==> config.mk <==
export PLATFORM = sky130hd
export DESIGN_NAME = peripheral_irq_flag_reg_1
export DESIGN_NICKNAME = d
export VERILOG_FILES = /design/src/verilog/flag_cell.v /design/src/verilog/peripheral_irq_flag_reg_1.v
export VERILOG_INCLUDE_DIRS = /design/src /design/src/verilog
export SDC_FILE = /design/constraint.sdc
export NUM_CORES = 1
export LEC_CHECK = 0
export ABC_AREA = 1
export BUFFER_PORTS_ARGS = -buffer_cell sky130_fd_sc_hd__buf_2
export CAP_MARGIN = 20
export CORE_ASPECT_RATIO = 2
export CORE_MARGIN = 2
export CORE_UTILIZATION = 52
export CTS_CLUSTER_SIZE = 24
export DETAILED_ROUTE_END_ITERATION = 6
export PLACE_DENSITY = 0.86
export SLEW_MARGIN = 10
export SYNTH_ARGS = -nofsm -noshare
export SYNTH_HDL_FRONTEND = slang
export SYNTH_SLANG_ARGS = --single-unit
==> constraint.sdc <==
create_clock -name pclk -period 1.9 [get_ports pclk]
set_input_delay 0.38 -clock pclk [delete_from_list [all_inputs] [get_ports pclk]]
set_output_delay 0.38 -clock pclk [all_outputs]
set_load 0.01 [all_outputs]
==> src/verilog/irq_flags_consts.vh <==
`ifndef IRQ_FLAGS_CONSTS_VH
`define IRQ_FLAGS_CONSTS_VH

// Register bus geometry
`define APB_ADDR_W 12
`define APB_DATA_W 32
`define FLAG_W 8

// Register byte offsets, one aligned word each
`define OFF_FLAGS 12'h000
`define OFF_ENABLE 12'h004
`define OFF_CLEAR 12'h008
`define OFF_PENDING 12'h00c
`define OFF_OVERRUN 12'h010

// Flag positions inside the flag word
`define BIT_TIMER6 7
`define BIT_COMP2 6
`define BIT_COMP1 5
`define BIT_NVM_DONE 4
`define BIT_SERIAL2_DONE 3
`define BIT_SERIAL2_COLL 2
`define BIT_TIMER4 1
`define BIT_OSC_ROLL 0

// Reset values
`define RST_FLAGS 8'h00
`define RST_ENABLE 8'h00
`define RST_OVERRUN 8'h00
`define RST_RDATA 32'h0000_0000

// Read filler above the flag byte
`define RD_PAD 24'h00_0000
`define ZERO_FLAGS 8'h00

`endif

==> src/verilog/flag_cell.v <==
`timescale 1ns/100ps

// One hardware-set, software-cleared flag with an overrun marker
module flag_cell (
    pclk,
    presetn,
    set_evt,
    sw_wr,
    sw_val,
    sw_clr,
    flag_q,
    overrun_q
);
    input wire pclk;
    input wire presetn;
    input wire set_evt;
    input wire sw_wr;
    input wire sw_val;
    input wire sw_clr;
    output reg flag_q;
    output reg overrun_q;

    wire clearing;
    wire keep;
    wire flag_d;
    wire overrun_d;

    // Software drops the flag by writing zero or by the clear register
    assign clearing = sw_clr | (sw_wr & ~sw_val);
    // Direct write may also set the flag, as on a plain R/W bit
    assign keep = sw_wr ? sw_val : (flag_q & ~sw_clr);
    // Event in the clearing cycle wins, so no request is lost
    assign flag_d = set_evt | keep;
    // Second event on a pending flag is remembered until the clear
    assign overrun_d = (set_evt & flag_q & ~clearing) |
                       (overrun_q & ~clearing);

    // State clears on every reset
    always @(posedge pclk or negedge presetn) begin
        if (!presetn) begin
            flag_q <= 1'b0;
            overrun_q <= 1'b0;
        end else begin
            flag_q <= flag_d;
            overrun_q <= overrun_d;
        end
    end
endmodule

==> src/verilog/peripheral_irq_flag_reg_1.v <==
`timescale 1ns/100ps
`include "irq_flags_consts.vh"

module peripheral_irq_flag_reg_1 (
    pclk,
    presetn,
    psel,
    penable,
    pwrite,
    paddr,
    pwdata,
    pstrb,
    prdata,
    pready,
    pslverr,
    timer6_match,
    comparator2_irq,
    comparator1_irq,
    nvm_task_done,
    serial2_done,
    serial2_collision,
    timer4_match,
    osc_rollover,
    peripheral_irq_flags_1,
    irq
);
    input wire pclk;
    input wire presetn;
    input wire psel;
    input wire penable;
    input wire pwrite;
    input wire [`APB_ADDR_W-1:0] paddr;
    input wire [`APB_DATA_W-1:0] pwdata;
    input wire [3:0] pstrb;
    output reg [`APB_DATA_W-1:0] prdata;
    output wire pready;
    output reg pslverr;
    input wire timer6_match;
    input wire comparator2_irq;
    input wire comparator1_irq;
    input wire nvm_task_done;
    input wire serial2_done;
    input wire serial2_collision;
    input wire timer4_match;
    input wire osc_rollover;
    output wire [`FLAG_W-1:0] peripheral_irq_flags_1;
    output wire irq;

    // Source conditions gathered into flag order
    wire [`FLAG_W-1:0] src_evt;
    // Flag and overrun state from the cells
    wire [`FLAG_W-1:0] flag_vec;
    wire [`FLAG_W-1:0] overrun_vec;
    // Enable register
    reg [`FLAG_W-1:0] enable_q;
    reg [`FLAG_W-1:0] enable_d;
    // Bus phase decode
    wire setup_ph;
    wire access_ph;
    wire wr_acc;
    wire rd_setup;
    // Address decode
    wire hit_flags;
    wire hit_enable;
    wire hit_clear;
    wire hit_pending;
    wire hit_overrun;
    wire hit_any;
    wire hit_ro;
    // Per-bit software strobes into the cells
    wire flags_wr;
    wire clear_wr;
    wire [`FLAG_W-1:0] sw_clr_vec;
    wire [`FLAG_W-1:0] pending_vec;
    // Read mux and error result
    reg [`APB_DATA_W-1:0] rdata_d;
    reg slverr_d;

    // Sources come from logic on pclk, so no synchroniser is needed
    // A source held high re-sets its flag each cycle, so clears wait
    assign src_evt[`BIT_TIMER6] = timer6_match;
    assign src_evt[`BIT_COMP2] = comparator2_irq;
    assign src_evt[`BIT_COMP1] = comparator1_irq;
    assign src_evt[`BIT_NVM_DONE] = nvm_task_done;
    assign src_evt[`BIT_SERIAL2_DONE] = serial2_done;
    assign src_evt[`BIT_SERIAL2_COLL] = serial2_collision;
    assign src_evt[`BIT_TIMER4] = timer4_match;
    assign src_evt[`BIT_OSC_ROLL] = osc_rollover;

    // Zero wait states: every access completes in one access cycle
    // A slower register file would have to pull this low instead
    assign pready = 1'b1;

    // Phase decode of the APB handshake
    // Reads are fetched in setup so prdata can leave a flop
    assign setup_ph = psel & ~penable;
    assign access_ph = psel & penable;
    assign wr_acc = access_ph & pwrite;
    assign rd_setup = setup_ph & ~pwrite;

    // Full address compare, so misaligned addresses fall to unmapped
    // Offsets live in the header so bench and logic share them
    assign hit_flags = (paddr == `OFF_FLAGS);
    assign hit_enable = (paddr == `OFF_ENABLE);
    assign hit_clear = (paddr == `OFF_CLEAR);
    assign hit_pending = (paddr == `OFF_PENDING);
    assign hit_overrun = (paddr == `OFF_OVERRUN);
    assign hit_any = hit_flags | hit_enable | hit_clear |
                     hit_pending | hit_overrun;
    assign hit_ro = hit_pending | hit_overrun;

    // Only byte lane 0 carries flag bits; other lanes are ignored
    // A clear-register write never sets a flag, whatever the data
    assign flags_wr = wr_acc & hit_flags & pstrb[0];
    assign clear_wr = wr_acc & hit_clear & pstrb[0];
    assign sw_clr_vec = clear_wr ? pwdata[`FLAG_W-1:0] : `ZERO_FLAGS;

    // Flags are set by hardware or by a flag-word write; enables never gate them
    // One cell per flag, named after its source to ease debug
    // All cells share the write strobe; each takes its own data bit

    // Bit 7: timer six count reached its period
    // Stays set until software writes zero or clears it
    flag_cell u_timer6_flag (
        .pclk(pclk),
        .presetn(presetn),
        .set_evt(src_evt[`BIT_TIMER6]),
        .sw_wr(flags_wr),
        .sw_val(pwdata[`BIT_TIMER6]),
        .sw_clr(sw_clr_vec[`BIT_TIMER6]),
        .flag_q(flag_vec[`BIT_TIMER6]),
        .overrun_q(overrun_vec[`BIT_TIMER6])
    );

    // Bit 6: second comparator interrupt
    // The comparator output itself is not kept, only the request
    flag_cell u_comp2_flag (
        .pclk(pclk),
        .presetn(presetn),
        .set_evt(src_evt[`BIT_COMP2]),
        .sw_wr(flags_wr),
        .sw_val(pwdata[`BIT_COMP2]),
        .sw_clr(sw_clr_vec[`BIT_COMP2]),
        .flag_q(flag_vec[`BIT_COMP2]),
        .overrun_q(overrun_vec[`BIT_COMP2])
    );

    // Bit 5: first comparator interrupt
    // Reads zero until the comparator asserts its request or software writes a one
    flag_cell u_comp1_flag (
        .pclk(pclk),
        .presetn(presetn),
        .set_evt(src_evt[`BIT_COMP1]),
        .sw_wr(flags_wr),
        .sw_val(pwdata[`BIT_COMP1]),
        .sw_clr(sw_clr_vec[`BIT_COMP1]),
        .flag_q(flag_vec[`BIT_COMP1]),
        .overrun_q(overrun_vec[`BIT_COMP1])
    );

    // Bit 4: non-volatile memory programming task finished
    // A long task ends with one pulse; the flag keeps it
    flag_cell u_nvm_flag (
        .pclk(pclk),
        .presetn(presetn),
        .set_evt(src_evt[`BIT_NVM_DONE]),
        .sw_wr(flags_wr),
        .sw_val(pwdata[`BIT_NVM_DONE]),
        .sw_clr(sw_clr_vec[`BIT_NVM_DONE]),
        .flag_q(flag_vec[`BIT_NVM_DONE]),
        .overrun_q(overrun_vec[`BIT_NVM_DONE])
    );

    // Bit 3: second serial port finished a transfer or bus condition
    // Zero while the port is still busy with it
    flag_cell u_ser2_done_flag (
        .pclk(pclk),
        .presetn(presetn),
        .set_evt(src_evt[`BIT_SERIAL2_DONE]),
        .sw_wr(flags_wr),
        .sw_val(pwdata[`BIT_SERIAL2_DONE]),
        .sw_clr(sw_clr_vec[`BIT_SERIAL2_DONE]),
        .flag_q(flag_vec[`BIT_SERIAL2_DONE]),
        .overrun_q(overrun_vec[`BIT_SERIAL2_DONE])
    );

    // Bit 2: second serial port saw a bus collision
    // A second collision before the clear shows as an overrun
    flag_cell u_ser2_coll_flag (
        .pclk(pclk),
        .presetn(presetn),
        .set_evt(src_evt[`BIT_SERIAL2_COLL]),
        .sw_wr(flags_wr),
        .sw_val(pwdata[`BIT_SERIAL2_COLL]),
        .sw_clr(sw_clr_vec[`BIT_SERIAL2_COLL]),
        .flag_q(flag_vec[`BIT_SERIAL2_COLL]),
        .overrun_q(overrun_vec[`BIT_SERIAL2_COLL])
    );

    // Bit 1: timer four count reached its period
    // Periodic source, so a slow handler will see overruns
    flag_cell u_timer4_flag (
        .pclk(pclk),
        .presetn(presetn),
        .set_evt(src_evt[`BIT_TIMER4]),
        .sw_wr(flags_wr),
        .sw_val(pwdata[`BIT_TIMER4]),
        .sw_clr(sw_clr_vec[`BIT_TIMER4]),
        .flag_q(flag_vec[`BIT_TIMER4]),
        .overrun_q(overrun_vec[`BIT_TIMER4])
    );

    // Bit 0: oscillator accumulator rolled over
    // Fast rollovers merge into one request between clears
    flag_cell u_osc_flag (
        .pclk(pclk),
        .presetn(presetn),
        .set_evt(src_evt[`BIT_OSC_ROLL]),
        .sw_wr(flags_wr),
        .sw_val(pwdata[`BIT_OSC_ROLL]),
        .sw_clr(sw_clr_vec[`BIT_OSC_ROLL]),
        .flag_q(flag_vec[`BIT_OSC_ROLL]),
        .overrun_q(overrun_vec[`BIT_OSC_ROLL])
    );

    // Raw flags are visible as a level for the core's own polling
    // Polling here costs no bus cycle and has no side effect
    assign peripheral_irq_flags_1 = flag_vec;

    // Masked view; stale flags show here once enabled, hence clear first
    // Enables only mask the output; the flags beneath keep latching
    assign pending_vec = flag_vec & enable_q;
    assign irq = |pending_vec;

    // Enable register next value
    // Lane 0 off leaves the enables as they were
    always @* begin
        enable_d = enable_q;
        if (wr_acc && hit_enable && pstrb[0]) begin
            enable_d = pwdata[`FLAG_W-1:0];
        end
    end

    // Enable register, cleared on reset
    always @(posedge pclk or negedge presetn) begin
        if (!presetn) begin
            enable_q <= `RST_ENABLE;
        end else begin
            enable_q <= enable_d;
        end
    end

    // Read mux; the clear register is write-only and reads zero
    // Unmapped addresses fall through to zero as well
    always @* begin
        rdata_d = `RST_RDATA;
        if (hit_flags) begin
            rdata_d = {`RD_PAD, flag_vec};
        end else if (hit_enable) begin
            rdata_d = {`RD_PAD, enable_q};
        end else if (hit_pending) begin
            rdata_d = {`RD_PAD, pending_vec};
        end else if (hit_overrun) begin
            rdata_d = {`RD_PAD, overrun_vec};
        end
    end

    // Error on unmapped addresses and on writes to read-only words
    // Flag and enable writes never error, even with lane 0 off
    always @* begin
        slverr_d = 1'b0;
        if (!hit_any) begin
            slverr_d = 1'b1;
        end else if (pwrite && hit_ro) begin
            slverr_d = 1'b1;
        end
    end

    // Read data captured in setup, so it is a flop during access
    // An event landing in the access cycle shows on the next read
    always @(posedge pclk or negedge presetn) begin
        if (!presetn) begin
            prdata <= `RST_RDATA;
        end else if (rd_setup) begin
            prdata <= rdata_d;
        end else if (setup_ph) begin
            prdata <= `RST_RDATA;
        end
    end

    // Error flag also registered at setup; held through the first idle cycle, cleared at the first edge with psel low
    // Dropping it once psel is low keeps idle cycles after the first free of stale errors
    always @(posedge pclk or negedge presetn) begin
        if (!presetn) begin
            pslverr <= 1'b0;
        end else if (setup_ph) begin
            pslverr <= slverr_d;
        end else if (!psel) begin
            pslverr <= 1'b0;
        end
    end
endmodule

# ---- Word level (Yosys, flattened, before mapping)
# Cells that the tools add are included.
dict set report op_classes {
  eq_ne 5
  mux 19
  n_bitwise 104
  n_reduce_logical 6
}
# op n
set ops {}
lappend ops {{$mux W32} 2}
lappend ops {{$and A1 B1 Y1} 48}
lappend ops {{$mux W8} 5}
lappend ops {{$or A1 B1 Y1} 29}
lappend ops {{$not A1 Y1} 26}
lappend ops {{$eq A12 B4 Y1 const B} 2}
lappend ops {{$eq A12 B3 Y1 const B} 1}
lappend ops {{$eq A12 B5 Y1 const B} 1}
lappend ops {{$logic_not A12 Y1} 1}
lappend ops {{$mux W1} 12}
lappend ops {{$and A8 B8 Y8} 1}
lappend ops {{$reduce_or A8 Y1} 1}
lappend ops {{$logic_and A1 B1 Y1} 3}
lappend ops {{$ne A2 B1 Y1 const B} 1}
lappend ops {{$reduce_bool A2 Y1} 1}
dict set report totals {
  ff_bits 57
  input_bits 61
  out_inout_bits 43
  wordCells 153
}

# ---- Depth between registers and ports, before layout
dict set report logic_depth {
  ltp_word 9
  mapped_depth 10
}

# ---- Cells and area by module
# Synthesis repeated with hierarchy kept, for this count alone.
dict set report hier_totals {
  cells_unflattened 329
  area_unflattened_um2 2249.7
}
# mod instances cells_each area_per_inst_um2 seq_area_each_um2
set by_module_without_submodules {}
lappend by_module_without_submodules {peripheral_irq_flag_reg_1 1 225 1488.9 425.4}
lappend by_module_without_submodules {flag_cell 8 13 95.1 50.0}

# ---- Worst setup path after synthesis
# No wires, ideal clock.
dict set report synth_timing {
  path_type {input to register}
  start {input paddr[5]}
  end {register prdata[0]}
  setup_ns 0.116
  arrival_time_ns 1.208
  required_ns 1.784
  path_slack_ns 0.575
  cell_stages 9
  n_path_buf 1
  cell_sequence {nor2_2 > nand2_4 > nor2_8 > buf_8 > o211ai_1 > nand2_1 > nand2_1 > nand2_1 > nand2_1}
}
dict set report synth_between {
  elab_chain_cells 6
}
# element line
set synth_rtl {}
lappend synth_rtl {{from (decl)} peripheral_irq_flag_reg_1.v:32} ;# input wire [`APB_ADDR_W-1:0] paddr;
lappend synth_rtl {{$eq A12 B5 Y1 (no line)} --}
lappend synth_rtl {{$mux W8} peripheral_irq_flag_reg_1.v:263} ;# end else if (hit_overrun) begin
lappend synth_rtl {{$mux W8} peripheral_irq_flag_reg_1.v:261} ;# end else if (hit_pending) begin
lappend synth_rtl {{$mux W8} peripheral_irq_flag_reg_1.v:259} ;# end else if (hit_enable) begin
lappend synth_rtl {{$mux W8 *} peripheral_irq_flag_reg_1.v:257} ;# if (hit_flags) begin
lappend synth_rtl {{$mux W32 *} peripheral_irq_flag_reg_1.v:284} ;# end else if (rd_setup) begin
lappend synth_rtl {{to (signal assigned)} peripheral_irq_flag_reg_1.v:283} ;# prdata <= `RST_RDATA;
lappend synth_rtl {{to (signal assigned)} peripheral_irq_flag_reg_1.v:285} ;# prdata <= rdata_d;
lappend synth_rtl {{to (signal assigned)} peripheral_irq_flag_reg_1.v:287} ;# prdata <= `RST_RDATA;
lappend synth_rtl {{to (decl)} peripheral_irq_flag_reg_1.v:35} ;# output reg [`APB_DATA_W-1:0] prdata;
# Mark *: on every way between the ends. The rest lies on a longest branch, timed or not.
# A chain may end at the register's enable or synchronous reset.

# ---- Worst setup path after layout
dict set report layout_timing {
  start {register u_comp2_flag.flag_q}
  end {output irq}
}
dict set report layout_between {
  elab_chain_cells 2
}
# element line
set layout_rtl {}
lappend layout_rtl {{from (decl)} flag_cell.v:20} ;# output reg flag_q;
lappend layout_rtl {{from (signal assigned)} flag_cell.v:44} ;# flag_q <= flag_d;
lappend layout_rtl {{$and A8 B8 Y8} peripheral_irq_flag_reg_1.v:232} ;# assign pending_vec = flag_vec & enable_q;
lappend layout_rtl {{$reduce_or A8 Y1} peripheral_irq_flag_reg_1.v:233} ;# assign irq = |pending_vec;
lappend layout_rtl {{to (decl)} peripheral_irq_flag_reg_1.v:47} ;# output wire irq;
# No other way between the ends.

==> flow_metrics.env <==
export IMPL_first_pass_iters=4
export IMPL_yosysMostFrequentCell="nand2_1"
export IMPL_worstPathArrival_ns=1.39
export IMPL_drive_gt1_share_pct=23.2
export IMPL_final_util_pct=58.7
export IMPL_port_buffers=51
export IMPL_cp_data_required_time_ns=1.52
export IMPL_hold_path_class="input pin to async pin"
export IMPL_layout_nets=439
export IMPL_synth_area_mm2=0.00245
export IMPL_finClkSkew_ns=0.00836
export IMPL_syn_area_per_cell_um2=7.33
export IMPL_synth_area_leader_cell="dfrtp_1"
export IMPL_rr_worst_depth=6
export IMPL_max_freq_mhz=565
export IMPL_fin_setup_tns_ns=0
export IMPL_regArea_um2=826
export IMPL_r2r_slack_ns=0.85
export IMPL_period_needed_ns=1.77
export IMPL_rsz0062_at_grt="no"
export IMPL_dp_cells=426
export IMPL_routedWlPerCell_um=12.4
export IMPL_synth_top_area_share_pct=33.7
export IMPL_synth_seq_cells=33
export IMPL_slowest_stage="dfrtp_1"
export IMPL_worst_setup_path_end_kind="primary output"
export IMPL_grt_pass1_wl_um=8990
export IMPL_finalSetupViolCount=0
export IMPL_place_ws_ns=0.200
export IMPL_dr_total_vias=2192
export IMPL_maxCapViolations=0
export IMPL_grt_total_usage_pct=22.2
export IMPL_async_reset_ff_share_pct=100
export IMPL_grt_pass1_vias=2070
export IMPL_start_util_pct=53.7
export IMPL_clkTransAtPathRegs_ns=0.08
export IMPL_via_per_inst=5.05
export IMPL_cts_hold_buf=0
export IMPL_die_y_um=101
export IMPL_grt_antenna_before_repair=0
export IMPL_area_delta_synth_final_pct=9.30
export IMPL_crit_path_max_incr_delay_ns=0.44
export IMPL_grt_start_max_net_pins=34
export IMPL_ys_seq_area_share_pct=33.7
export IMPL_startpoint_type="flip-flop"
export IMPL_slew_headroom_pct=50.0
export IMPL_ctsResizeCount=0
export IMPL_gp_congestion=0.816
export IMPL_postRouteAntennaNets=0
export IMPL_synth_cells_most_frequent="90 x nand2_1, 42 x inv_1, 33 x buf_4, 33 x dfrtp_1, 32 x nand3_1"
export IMPL_tightest_slew_ns=0.750
export IMPL_cts_num_sinks=33
export IMPL_r2r_end="prdata[1]"
export IMPL_clk_latency_ns=0.30
export IMPL_fill_cells=453
export IMPL_cts_setup_buffers=0
export IMPL_p_per_area_mw_per_mm2=578
export IMPL_diodes=0
export IMPL_netlist_instances=334
export IMPL_synth_edf_count=0
export IMPL_rows=35
export IMPL_io_pins=104
export IMPL_dp_hpwl_um=4100
export IMPL_clockBufferDepth=2
export IMPL_peakVddDrop_uv=547
export IMPL_multi_input_area_mm2=0.00122
export IMPL_dr_first_iter_drc_count=55
export IMPL_cts_htree_levels=2
export IMPL_overflow=0
export IMPL_drv_slew=0
export IMPL_drc=0
export IMPL_synth_flop_cell="dfrtp_1"
export IMPL_crit_chain="nand2_1 -> nand4_1 -> or2_2 -> buf_2"
export IMPL_cts_tree="done"
export IMPL_ys_warnings_count=0
export IMPL_period_share_pct=93.2
export IMPL_clockRootBuffer="clkbuf_8"
export IMPL_yosys_top_cells_area="dfrtp_1 34%, nand2_1 14%, buf_4 10%"
export IMPL_setup_slack_ns=0.129
export IMPL_fp_coreArea_mm2=0.00455
export IMPL_die_area_mm2=0.00530
export IMPL_drt_wl_total_um=5380
export IMPL_hold_viol=0
export IMPL_leakagePower_nw=1.54
export IMPL_critical_path_class="flip-flop to primary output"
export IMPL_r2r_start="u_timer4_flag.flag_q"
export IMPL_final_cells=434
export IMPL_status="finished clean"
export IMPL_cts_buffers=5
export IMPL_path_max_fanout=5
export IMPL_ys_types=29
export IMPL_die_x_um=52.5
-- how the worst max path moves through the flow --
stage                               startpoint                      end  slack (ns)  cells after the start
after CTS                 u_timer4_flag.flag_q                      irq        0.13                      4
after global routing      u_timer6_flag.flag_q                      irq        0.07                      4
final                      u_comp2_flag.flag_q                      irq        0.13                      4
after detailed placement              paddr[3]  u_ser2_coll_flag.flag_q        0.20                      8
after floorplan                       paddr[5]                prdata[0]        0.58                      9
after global placement                paddr[3]  u_ser2_coll_flag.flag_q        0.22                      8
-- state kept, by name (all words and copies together), names as in the netlist --
| signal | count |
|---|---|
| enable_q | 8 |
| prdata | 8 |
| pslverr | 1 |
| u_comp1_flag.flag_q | 1 |
| u_comp1_flag.overrun_q | 1 |
| u_comp2_flag.flag_q | 1 |
| u_comp2_flag.overrun_q | 1 |
| u_nvm_flag.flag_q | 1 |
| u_nvm_flag.overrun_q | 1 |
| u_osc_flag.flag_q | 1 |
| u_osc_flag.overrun_q | 1 |
| u_ser2_coll_flag.flag_q | 1 |
| u_ser2_coll_flag.overrun_q | 1 |
| u_ser2_done_flag.flag_q | 1 |
| u_ser2_done_flag.overrun_q | 1 |
| u_timer4_flag.flag_q | 1 |
| u_timer4_flag.overrun_q | 1 |
| u_timer6_flag.flag_q | 1 |
| u_timer6_flag.overrun_q | 1 |
-- area by class of cell --
cell class | instances | share of cell area [%]
Sequential cell | 33 | 30.9
Tap cell | 55 | 2.57
Multi-Input combinational cell | 239 | 45.7
Timing Repair Buffer | 53 | 10.1
Clock buffer | 5 | 2.57
Clock inverter | 3 | 1.73
Inverter | 46 | 6.45
-- per-layer routing --
layer | up-vias | global-route usage, % | part of all wire [%]
met2 | 76 | 41.1 | 55
met3 | 16 | 4.60 | 5.0
met4 | 0 | 10.1 | 2.5
met5 | - | 0 | 0
met1 | 993 | 22.5 | 38
li1 | 1107 | - | -
-- stage by stage --
stage / instance area (µm²) / total power [mW] / hold slack, ns
after floorplan: 2530 / 0.839 / 0.0844
after global placement: 2560 / 0.872 / 0.462
after detailed placement: 2560 / 0.877 / 0.460
after CTS: 2680 / 1.55 / 0.165
after global routing: 2680 / 1.61 / 0.188
final: 2680 / 1.54 / 0.142
-- where the power goes --
group | internal, mW | total [mW] | switching [mW]
combinational | 0.0446 | 0.159 | 0.115
clock | 0.392 | 0.681 | 0.289
sequential | 0.704 | 0.705 | 0.000878
-- cell families after synthesis --
kind of cell    count (synthesis)  synth area share (%)
flops                          33                  33.7
simple gates                  180                  38.2
buf+inv                        85                  19.8
other cells                     2                 0.307
compound gates                 34                  7.87
-- critical path, delay by kind of cell, from the launching register on --
kind | cells | cell delay (ns)
buffers and inverters | 1 | 0.14
flip-flops | 1 | 0.44
AND/OR/NAND/NOR | 3 | 0.52
-- placed cells by master (no fill, tap or decap) --
cell type    n
nor3_1       2
nand3_1     32
clkinvlp_4   1
nor2_2       5
conb_1      25
nand2_4      4
inv_2        3
buf_4        2
nand3_2      2
nand4_1     14
nand2_2      2
o21ai_0      1
nand3_4      2
clkinv_1     1
clkinv_4     1
inv_1       42
nor3b_1      6
nor2_1      12
a21oi_1      8
dfrtp_1     33
nor2_4       6
buf_2       51
a21o_1       1
clkbuf_8     5
o21ai_1     16
bufinv_16    1
nand2_1     90
or2_2        1
nor2_8       1
o211ai_1     8
nand4_2      1
Note: power is estimated with default switching activity, not from simulation.
